### config.mk
export PLATFORM = sky130hd
export DESIGN_NAME = mts_sequencer
export DESIGN_NICKNAME = d
export VERILOG_FILES = /design/src/mts_pkg.sv /design/src/mts_sequencer.sv
export SDC_FILE = /design/constraint.sdc
export NUM_CORES = 1
export LEC_CHECK = 0
export ABC_AREA = 1
export BUFFER_PORTS_ARGS = -buffer_cell sky130_fd_sc_hd__buf_2
export CAP_MARGIN = 25
export CORE_MARGIN = 10
export CORE_UTILIZATION = 40
export DETAILED_ROUTE_END_ITERATION = 8
export HOLD_SLACK_MARGIN = 0.08
export PLACE_DENSITY = 0.68
export SLEW_MARGIN = 20
export SYNTH_ARGS = -nofsm -noshare
export SYNTH_HDL_FRONTEND = slang
export SYNTH_SLANG_ARGS = --single-unit
### constraint.sdc
create_clock -name pclk -period 4.45 [get_ports pclk]
set_input_delay 0.89 -clock pclk [delete_from_list [all_inputs] [get_ports pclk]]
set_output_delay 0.89 -clock pclk [all_outputs]
set_load 0.02 [all_outputs]
### src/mts_pkg.sv
// constants, register map and types of the temperature sequencer
package mts_pkg;
    // clock and timing
    localparam int CLK_HZ           = 40_000_000;
    localparam int SMB_TIMEOUT_MS   = 25;
    localparam int SMB_TIMEOUT_CYC  = SMB_TIMEOUT_MS * (CLK_HZ / 1000);
    localparam int TO_CNT_W         = 21;

    // channels: 0 is local, 1..6 remote
    localparam int NUM_CH           = 7;
    localparam int NUM_OT           = 4;
    localparam logic [2:0] CH_LOCAL = 3'h0;
    localparam logic [2:0] CH_R1    = 3'h1;
    localparam logic [2:0] CH_R2    = 3'h2;
    localparam logic [2:0] CH_R3    = 3'h3;
    localparam logic [2:0] CH_R4    = 3'h4;
    localparam logic [2:0] CH_R5    = 3'h5;
    localparam logic [2:0] CH_R6    = 3'h6;
    localparam logic [2:0] SEQ_LAST = 3'h6;
    localparam logic [2:0] SEQ_FIRST_OTHER = 3'h1;

    // register byte addresses
    localparam logic [7:0] ADDR_CONFIG1  = 8'h00;
    localparam logic [7:0] ADDR_STATUS   = 8'h04;
    localparam logic [7:0] ADDR_MASK     = 8'h08;
    localparam logic [7:0] ADDR_STATE    = 8'h0c;
    localparam logic [7:0] ADDR_TEMP0    = 8'h10;
    localparam logic [7:0] ADDR_ALIM0    = 8'h30;
    localparam logic [7:0] ADDR_OTLIM0   = 8'h50;

    // config1 fields
    localparam int CFG_FAST_BIT     = 4;
    localparam int CFG_STOP_BIT     = 6;
    localparam logic [7:0] CFG_WMASK = 8'h50;
    localparam logic [7:0] CFG_RESET = 8'h00;

    // status and mask layout: alert per channel, overtemp per ot channel
    localparam int ST_ALERT_LSB     = 0;
    localparam int ST_OT_LSB        = 8;
    localparam logic [11:0] ST_WMASK = 12'hf7f;

    // reset values of limits and temperature results
    localparam logic [7:0] ALIM_RESET  = 8'h55;
    localparam logic [7:0] OTLIM_RESET = 8'h6e;
    localparam logic [7:0] TEMP_RESET  = 8'h00;

    typedef enum logic [0:0] {
        ST_IDLE = 1'b0,
        ST_WAIT = 1'b1
    } mts_conv_state_type;
endpackage

### src/mts_sequencer.sv
// conversion sequencer, standby, alarms and apb registers of the monitor
module mts_sequencer
    import mts_pkg::*;
#(
    parameter int TIMEOUT_CYCLES = SMB_TIMEOUT_CYC
)
(
    // clock and reset
    input  wire logic        pclk,
    input  wire logic        presetn,
    // apb slave
    input  wire logic        psel,
    input  wire logic        penable,
    input  wire logic        pwrite,
    input  wire logic [7:0]  paddr,
    input  wire logic [31:0] pwdata,
    output logic             pready,
    output logic [31:0]      prdata,
    output logic             pslverr,
    // pins
    input  wire logic        standby_n_input,
    input  wire logic        smb_scl_in,
    input  wire logic        smb_sda_in,
    output logic             smb_active,
    output logic             smb_reset,
    output logic             overtemp_n_output,
    output logic             alert_n_output,
    output logic             irq,
    // converter
    output logic             conv_clk_en,
    output logic             conv_enable,
    output logic             conv_start,
    output logic             conv_abort,
    output logic [2:0]       conv_channel,
    input  wire logic        conv_done,
    input  wire logic [7:0]  conv_data
);
    mts_conv_state_type state_reg;
    logic [7:0]  config_reg;
    logic [11:0] status_reg;
    logic [11:0] mask_reg;
    logic [7:0]  temp_reg [NUM_CH];
    logic [7:0]  alim_reg [NUM_CH];
    logic [7:0]  otlim_reg [NUM_OT];
    logic [2:0]  idx_reg;
    logic        ch1_turn_reg;
    logic        standby_n_input_s1_reg;
    logic        standby_n_input_s2_reg;
    logic        scl_s1_reg;
    logic        scl_s2_reg;
    logic        sda_s1_reg;
    logic        sda_s2_reg;
    logic        sda_s3_reg;
    logic        armed_reg;
    logic [TO_CNT_W-1:0] to_cnt_reg;
    logic        hw_standby_n_input;
    logic        standby;
    logic [2:0]  cur_ch;
    logic        done_ok;
    logic        setup_ph;
    logic        access_ph;
    logic [31:0] rd_next;
    logic        err_next;
    logic [6:0]  alert_vec;
    logic [3:0]  ot_vec;
    logic [11:0] st_set;
    logic [11:0] st_clr;

    function automatic logic [2:0] seq_chan(input logic [2:0] i);
        unique case (i)
            3'h0:    seq_chan = CH_R1;
            3'h1:    seq_chan = CH_R2;
            3'h2:    seq_chan = CH_R3;
            3'h3:    seq_chan = CH_LOCAL;
            3'h4:    seq_chan = CH_R4;
            3'h5:    seq_chan = CH_R5;
            default: seq_chan = CH_R6;
        endcase
    endfunction

    function automatic logic [2:0] ot_chan(input int k);
        unique case (k)
            0:       ot_chan = CH_R1;
            1:       ot_chan = CH_R4;
            2:       ot_chan = CH_R5;
            default: ot_chan = CH_R6;
        endcase
    endfunction

    // pin synchronisers
    always_ff @(posedge pclk or negedge presetn)
    begin
        if (!presetn)
        begin
            standby_n_input_s1_reg <= 1'b1;
            standby_n_input_s2_reg <= 1'b1;
            scl_s1_reg  <= 1'b1;
            scl_s2_reg  <= 1'b1;
            sda_s1_reg  <= 1'b1;
            sda_s2_reg  <= 1'b1;
            sda_s3_reg  <= 1'b1;
        end
        else
        begin
            standby_n_input_s1_reg <= standby_n_input;
            standby_n_input_s2_reg <= standby_n_input_s1_reg;
            scl_s1_reg  <= smb_scl_in;
            scl_s2_reg  <= scl_s1_reg;
            sda_s1_reg  <= smb_sda_in;
            sda_s2_reg  <= sda_s1_reg;
            sda_s3_reg  <= sda_s2_reg;
        end
    end

    assign hw_standby_n_input  = !standby_n_input_s2_reg;
    assign standby  = hw_standby_n_input || config_reg[CFG_STOP_BIT];
    assign cur_ch   = (config_reg[CFG_FAST_BIT] && ch1_turn_reg) ?
                      CH_R1 : seq_chan(idx_reg);
    assign done_ok  = (state_reg == ST_WAIT) && conv_done && !standby;
    assign setup_ph = psel && !penable;
    assign access_ph = psel && penable && pready;

    // conversion control
    always_ff @(posedge pclk or negedge presetn)
    begin
        if (!presetn)
        begin
            state_reg    <= ST_IDLE;
            conv_start   <= 1'b0;
            conv_abort   <= 1'b0;
            conv_channel <= CH_R1;
        end
        else
        begin
            conv_start <= 1'b0;
            conv_abort <= 1'b0;
            unique case (state_reg)
                ST_IDLE:
                begin
                    if (!standby)
                    begin
                        state_reg    <= ST_WAIT;
                        conv_start   <= 1'b1;
                        conv_channel <= cur_ch;
                    end
                end
                ST_WAIT:
                begin
                    if (standby)
                    begin
                        state_reg  <= ST_IDLE;
                        conv_abort <= 1'b1;
                    end
                    else if (conv_done)
                    begin
                        state_reg <= ST_IDLE;
                    end
                end
            endcase
        end
    end

    // sequence position; standby restarts at the first channel
    always_ff @(posedge pclk or negedge presetn)
    begin
        if (!presetn)
        begin
            idx_reg      <= 3'h0;
            ch1_turn_reg <= 1'b1;
        end
        else if (standby)
        begin
            // idle standby too, so a resumed or new mode starts cleanly
            idx_reg      <= 3'h0;
            ch1_turn_reg <= 1'b1;
        end
        else if (done_ok)
        begin
            if (config_reg[CFG_FAST_BIT])
            begin
                ch1_turn_reg <= !ch1_turn_reg;
                if (!ch1_turn_reg)
                    idx_reg <= (idx_reg >= SEQ_LAST) ? SEQ_FIRST_OTHER :
                               3'(idx_reg + 3'h1);
                else if (idx_reg == 3'h0)
                    idx_reg <= SEQ_FIRST_OTHER;
            end
            else
            begin
                ch1_turn_reg <= 1'b1;
                idx_reg <= (idx_reg >= SEQ_LAST) ? 3'h0 :
                           3'(idx_reg + 3'h1);
            end
        end
    end

    // temperature results, never touched by standby
    always_ff @(posedge pclk or negedge presetn)
    begin
        if (!presetn)
        begin
            for (int i = 0; i < NUM_CH; i++)
                temp_reg[i] <= TEMP_RESET;
        end
        else if (done_ok)
        begin
            temp_reg[conv_channel] <= conv_data;
        end
    end

    // converter enables
    always_ff @(posedge pclk or negedge presetn)
    begin
        if (!presetn)
        begin
            conv_clk_en <= 1'b0;
            conv_enable <= 1'b0;
        end
        else
        begin
            conv_clk_en <= !hw_standby_n_input;
            conv_enable <= !standby;
        end
    end

    // smbus inactivity timeout
    always_ff @(posedge pclk or negedge presetn)
    begin
        if (!presetn)
        begin
            armed_reg  <= 1'b0;
            to_cnt_reg <= '0;
            smb_reset  <= 1'b0;
            smb_active <= 1'b0;
        end
        else
        begin
            smb_active <= !hw_standby_n_input;
            smb_reset  <= 1'b0;
            if (hw_standby_n_input)
            begin
                armed_reg  <= 1'b0;
                to_cnt_reg <= '0;
            end
            else if (scl_s2_reg && sda_s3_reg && !sda_s2_reg)
            begin
                armed_reg  <= 1'b1;
                to_cnt_reg <= '0;
            end
            else if (scl_s2_reg && !sda_s3_reg && sda_s2_reg)
            begin
                armed_reg  <= 1'b0;
                to_cnt_reg <= '0;
            end
            else if (armed_reg && !sda_s2_reg)
            begin
                if (to_cnt_reg >= TO_CNT_W'(TIMEOUT_CYCLES - 1))
                begin
                    smb_reset  <= 1'b1;
                    armed_reg  <= 1'b0;
                    to_cnt_reg <= '0;
                end
                else
                    to_cnt_reg <= TO_CNT_W'(to_cnt_reg + 1'b1);
            end
            else
                to_cnt_reg <= '0;
        end
    end

    // threshold compare
    always_comb
    begin
        for (int i = 0; i < NUM_CH; i++)
            alert_vec[i] = temp_reg[i] > alim_reg[i];
        for (int k = 0; k < NUM_OT; k++)
            ot_vec[k] = temp_reg[ot_chan(k)] > otlim_reg[k];
        st_set = '0;
        st_set[ST_ALERT_LSB +: NUM_CH] = alert_vec;
        st_set[ST_OT_LSB +: NUM_OT]    = ot_vec;
    end

    always_ff @(posedge pclk or negedge presetn)
    begin
        if (!presetn)
        begin
            overtemp_n_output <= 1'b1;
            alert_n_output    <= 1'b1;
            irq               <= 1'b0;
        end
        else
        begin
            overtemp_n_output <= !(|ot_vec);
            alert_n_output    <= !(|alert_vec);
            irq               <= |(status_reg & mask_reg);
        end
    end

    // apb read decode, evaluated in the setup cycle
    always_comb
    begin
        rd_next  = '0;
        err_next = 1'b0;
        if (paddr == ADDR_CONFIG1)
            rd_next[7:0] = config_reg;
        else if (paddr == ADDR_STATUS)
            rd_next[11:0] = status_reg;
        else if (paddr == ADDR_MASK)
            rd_next[11:0] = mask_reg;
        else if (paddr == ADDR_STATE)
            rd_next[6:0] = {hw_standby_n_input, config_reg[CFG_STOP_BIT],
                            ch1_turn_reg, state_reg, conv_channel};
        else if (paddr >= ADDR_TEMP0 && paddr < ADDR_TEMP0 + 8'h1c
                 && paddr[1:0] == 2'h0)
            rd_next[7:0] = temp_reg[3'((paddr - ADDR_TEMP0) >> 2)];
        else if (paddr >= ADDR_ALIM0 && paddr < ADDR_ALIM0 + 8'h1c
                 && paddr[1:0] == 2'h0)
            rd_next[7:0] = alim_reg[3'((paddr - ADDR_ALIM0) >> 2)];
        else if (paddr >= ADDR_OTLIM0 && paddr < ADDR_OTLIM0 + 8'h10
                 && paddr[1:0] == 2'h0)
            rd_next[7:0] = otlim_reg[2'((paddr - ADDR_OTLIM0) >> 2)];
        else
            err_next = 1'b1;
    end

    // no wait state: answer registered from the setup cycle
    always_ff @(posedge pclk or negedge presetn)
    begin
        if (!presetn)
        begin
            pready  <= 1'b0;
            prdata  <= '0;
            pslverr <= 1'b0;
        end
        else if (setup_ph)
        begin
            pready  <= 1'b1;
            prdata  <= pwrite ? 32'h0000_0000 : rd_next;
            pslverr <= err_next;
        end
        else
        begin
            pready  <= 1'b0;
            pslverr <= 1'b0;
        end
    end

    // software registers, written at the completing access edge
    always_ff @(posedge pclk or negedge presetn)
    begin
        if (!presetn)
        begin
            config_reg <= CFG_RESET;
            mask_reg   <= '0;
            for (int i = 0; i < NUM_CH; i++)
                alim_reg[i] <= ALIM_RESET;
            for (int k = 0; k < NUM_OT; k++)
                otlim_reg[k] <= OTLIM_RESET;
        end
        else if (access_ph && pwrite && !pslverr)
        begin
            if (paddr == ADDR_CONFIG1)
                config_reg <= pwdata[7:0] & CFG_WMASK;
            else if (paddr == ADDR_MASK)
                mask_reg <= pwdata[11:0] & ST_WMASK;
            else if (paddr >= ADDR_ALIM0 && paddr < ADDR_OTLIM0)
                alim_reg[3'((paddr - ADDR_ALIM0) >> 2)] <= pwdata[7:0];
            else if (paddr >= ADDR_OTLIM0)
                otlim_reg[2'((paddr - ADDR_OTLIM0) >> 2)] <= pwdata[7:0];
        end
    end

    // sticky status: read clears, a set in the same cycle wins
    assign st_clr = (access_ph && !pwrite && paddr == ADDR_STATUS) ?
                    status_reg : 12'h000;

    always_ff @(posedge pclk or negedge presetn)
    begin
        if (!presetn)
            status_reg <= '0;
        else
            status_reg <= (status_reg & ~st_clr) | st_set;
    end

    // checks
    seq_order_a: assert property (@(posedge pclk) disable iff (!presetn)
        conv_start && !$past(config_reg[CFG_FAST_BIT])
        && $past(idx_reg) == 3'h3
        |-> conv_channel == CH_LOCAL)
        else $error("local channel not fourth in default order");

    fast_ch1_a: assert property (@(posedge pclk) disable iff (!presetn)
        done_ok && config_reg[CFG_FAST_BIT] && !ch1_turn_reg
        ##1 (!standby && config_reg[CFG_FAST_BIT])
        |=> (conv_start && conv_channel == CH_R1))
        else $error("fast mode did not return to remote 1");

    store_res_a: assert property (@(posedge pclk) disable iff (!presetn)
        done_ok |=> temp_reg[$past(conv_channel)] == $past(conv_data))
        else $error("result not stored to measured channel");

    abort_keep_a: assert property (@(posedge pclk) disable iff (!presetn)
        (state_reg == ST_WAIT && standby) |=> conv_abort
        && $stable(temp_reg[conv_channel]))
        else $error("abort altered temperature or gave no abort");

    stop_idle_a: assert property (@(posedge pclk) disable iff (!presetn)
        standby [*2] |=> !conv_start && !conv_enable)
        else $error("converter ran in standby");

    hw_clk_a: assert property (@(posedge pclk) disable iff (!presetn)
        hw_standby_n_input |=> !conv_clk_en && !smb_active)
        else $error("hardware standby left clock or smbus on");

    sw_smb_a: assert property (@(posedge pclk) disable iff (!presetn)
        (!hw_standby_n_input && config_reg[CFG_STOP_BIT]) |=> smb_active)
        else $error("smbus inactive in software standby");

    to_arm_a: assert property (@(posedge pclk) disable iff (!presetn)
        !armed_reg && !(scl_s2_reg && sda_s3_reg && !sda_s2_reg)
        |=> !armed_reg && !smb_reset)
        else $error("timeout armed without start");

    overtemp_n_output_out_a: assert property (@(posedge pclk) disable iff (!presetn)
        (|ot_vec) |=> !overtemp_n_output)
        else $error("overtemp output not asserted");

    alert_out_a: assert property (@(posedge pclk) disable iff (!presetn)
        (alert_vec == 7'h00) |=> alert_n_output)
        else $error("alert output asserted without cause");

    irq_level_a: assert property (@(posedge pclk) disable iff (!presetn)
        (|(status_reg & mask_reg)) |=> irq)
        else $error("interrupt not raised for masked status");

    conv_done_c: cover property (@(posedge pclk) disable iff (!presetn)
        done_ok);
    fast_run_c: cover property (@(posedge pclk) disable iff (!presetn)
        done_ok && config_reg[CFG_FAST_BIT]);
    abort_c: cover property (@(posedge pclk) disable iff (!presetn)
        conv_abort);
    timeout_c: cover property (@(posedge pclk) disable iff (!presetn)
        smb_reset);
endmodule

==> results.sh <==
export IMPL_synth_seq_area_share_pct=44.46
export IMPL_core_area_mm2=0.03180
export IMPL_place_congestion=0.9437
export IMPL_drt_vias_per_instance=5.307
export IMPL_vias=11200
export IMPL_path_class="in2reg"
export IMPL_clk_latency_ns=0.56
export IMPL_synth_edf_count=0
export IMPL_worstSetupEndpointType="register"
export IMPL_synth_area_leaders="dfrtp_1, dfstp_2, nand2_1"
export IMPL_drtAntennaViolNets=0
export IMPL_die_width_um=200.3
export IMPL_grt_start_max_net_pins=116
export IMPL_synth_cells=1607
export IMPL_rsz0062_at_grt="no"
export IMPL_hold_viol_final=0
export IMPL_dp_hpwl_um=28550
export IMPL_relSlewSlack_pct=37.19
export IMPL_clock_sinks=228
export IMPL_ios=103
export IMPL_htree_levels=1
export IMPL_rr_worst_depth=6
export IMPL_skew_ns=0.02339
export IMPL_n_fill_cell=3179
export IMPL_grt_pass1_vias=10700
export IMPL_cts_resized=0
export IMPL_layout_cells_non_filler=2110
export IMPL_synth_yosys_warnings=0
export IMPL_start_kind="input port"
export IMPL_critPathCapture="mask_reg[4]"
export IMPL_fin_nets=1804
export IMPL_crit_path_max_fanout=31
export IMPL_reg2reg_slack_ns=2.19
export IMPL_r2r_start="standby_n_input_s2_reg"
export IMPL_ys_ff_latch=228
export IMPL_cts_buffers=27
export IMPL_grt_first_pass_wirelength_um=61350
export IMPL_worstSetupStartpoint="paddr[2]"
export IMPL_hold_path_class="reg2reg"
export IMPL_placed_cells=2059
export IMPL_fin_ws_ns=1.489
export IMPL_crit_family="simple AND/OR/NAND/NOR gates"
export IMPL_synthFlopType="dfrtp_1"
export IMPL_cp_common_cell="nand2_1"
export IMPL_crit_cells=8
export IMPL_synth_area_per_cell_um2=8.089
export IMPL_antenna_found_initial=1
export IMPL_setup_violations=0
export IMPL_crit_buf_inv=3
export IMPL_crit_slowest_cell="nor2_1"
export IMPL_status="finished clean"
export IMPL_yosys_area_top_type="dfrtp_1"
export IMPL_placed_area_mm2=0.01355
export IMPL_arrival_ns=3.35
export IMPL_leakage_nw=6.627
export IMPL_start_util_pct=40.88
export IMPL_worst_slew_pin_slew_ns=0.9411
export IMPL_wl_um=39490
export IMPL_r2r_end="temp_reg[7]"
export IMPL_wl_per_cell_um=18.72
export IMPL_grt_ovfl_total=0
export IMPL_hold_buffers=0
export IMPL_grt_usage_pct=19.13
export IMPL_tns_ns=0
export IMPL_postCtsSetupBuffers=0
export IMPL_cap_viol_max_count=0
export IMPL_fin_crit_ns=2.961
export IMPL_power_density_mw_per_mm2=501.9
export IMPL_cts_clk_slew_worst_paths_ns=0.06
export IMPL_drt_iter0_markers=1208
export IMPL_cts_tree="done"
export IMPL_cts_buffer_depth=3
export IMPL_final_layout_size_suffix_gt1_share_pct=13.14
export IMPL_die_y_um=200.3
export IMPL_syn_to_final_growth_pct=11.22
export IMPL_slew_violations=0
export IMPL_max_stage_delay_ns=0.83
export IMPL_drc=0
export IMPL_netlist_cell_type_count=54
export IMPL_first_pass_iters=6
export IMPL_preCtsSetupSlack_ns=0.9830
export IMPL_final_cell_area_mm2=0.01446
export IMPL_fin_crit_sh_pct=66.55
export IMPL_async_flop_share_pct=100.0
export IMPL_ir_worst_vdd_mv=0.3842
export IMPL_root_buffer="clkbuf_16"
export IMPL_synth_top_area_share_pct=32.53
export IMPL_portBuffers=62
export IMPL_fmax_mhz=337.7
export IMPL_path_cells="buf_2 -> inv_2 -> nand2_1 -> nor2_1 -> nand2_1 -> buf_4 -> nand2_1 -> o21ai_0"
export IMPL_synth_area_mm2=0.01300
export IMPL_rows=65
export IMPL_final_core_util_pct=45.47
export IMPL_crit_required_ns=4.84
export IMPL_die_area_mm2=0.04011
## report_power, final
part | switching, mW | internal, mW | total [mW]
logic | 1.39 | 0.816 | 2.21
registers | 0.404 | 2.40 | 2.81
clock network | 0.899 | 1.34 | 2.24
## placed cells by master, fill, tap and decap left out, types with 4 or more instances in the layout
master     netlist  layout
a21boi_0         4       4
a21oi_1         81      81
buf_2           18      61
buf_4           24       6
clkbuf_1        20       7
clkbuf_16        0      27
clkbuf_8         0       6
conb_1           1      21
dfrtp_1        169     169
dfstp_2         59      59
ha_1            94      94
inv_1          177     177
inv_2            4       4
inv_6            1       4
nand2_1        394     394
nand2_2          9       9
nand3_1         65      65
nand3b_1         4       4
nand4_1         30      30
nor2_1         122     122
nor2_4           7       7
nor3_1           9       9
o211ai_1        11      11
o21ai_0        171     171
o21ai_1         58      58
o21ai_2          7       7
o22ai_1         15      15
or2_2            4       4
xor2_1           4       4
## synthesized netlist by cell type (7+ instances only)
cell type  count
nand3_1       65
o21ai_0      171
o21ai_2        7
o22ai_1       15
o21ai_1       58
buf_4         24
ha_1          94
dfstp_2       59
dfrtp_1      169
nor2_4         7
nand4_1       30
nand2_2        9
clkbuf_1      20
buf_2         18
o211ai_1      11
inv_1        177
nor2_1       122
a21oi_1       81
nand2_1      394
nor3_1         9
buf_6          9
## worst register-to-register path: cells and delay by family, from the launching register on
family / cells / cell delay (ns)
and+or+nand+nor: 3 / 0.94
buffers and inverters: 2 / 0.25
DFF: 1 / 0.53
AOI/OAI and AO/OA: 1 / 0.44
## per-stage QoR
stage | total power [mW] | hold WS, ns
global route | 7.719 | 0.3599
floorplan | 4.172 | 0.3452
finish | 7.256 | 0.3585
detailed placement | 4.985 | 0.3473
global placement | 4.888 | 0.3474
CTS | 7.249 | 0.3591
## cell families (layout without fill, tap and decap cells)
kind of cell    after synthesis  count (layout)  share of synthesized area (%)
compound gates              364             364                          15.13
xor+xnor                      4               4                         0.2695
fa+ha+maj                    94              94                          9.048
buf+inv                     256             303                          8.894
flops                       228             228                          44.46
mux                           1               1                        0.08662
other cells                   1              22                        0.02885
simple gates                659             659                          22.08
## metal layers
layer | share of wire [%] | wire (um) | up-vias | GRT usage [%]
li1 | - | - | 5364 | -
met1 | 46 | 18200 | 5310 | 27.57
met2 | 43 | 16820 | 452 | 28.42
met3 | 8.6 | 3401 | 71 | 4.062
met4 | 2.7 | 1073 | 0 | 4.923
met5 | 0 | 0 | - | 0
## layout make-up
cell class / instances / area, um2 / share of cell area [%]
multi-input combinational: 1143 / 6138 / 42.46
sequential: 228 / 5779 / 39.97
clock buffer: 40 / 784.5 / 5.426
inverter: 184 / 705.7 / 4.881
tap: 435 / 544.3 / 3.765
timing repair buffer: 69 / 385.4 / 2.666
clock inverter: 10 / 117.6 / 0.8135
antenna: 1 / 2.502 / 0.01731
## how the worst min path moves through the flow
stage,startpoint,end,depth (start not counted)
after CTS,standby_n_input_s1_reg,standby_n_input_s2_reg,0
after floorplan,scl_s1_reg,scl_s2_reg,0
after detailed placement,standby_n_input_s1_reg,standby_n_input_s2_reg,0
after global placement,scl_s1_reg,scl_s2_reg,0
after global routing,standby_n_input_s1_reg,standby_n_input_s2_reg,0
final,standby_n_input_s1_reg,standby_n_input_s2_reg,0
No activity file was read; power rests on OpenSTA's default activity.
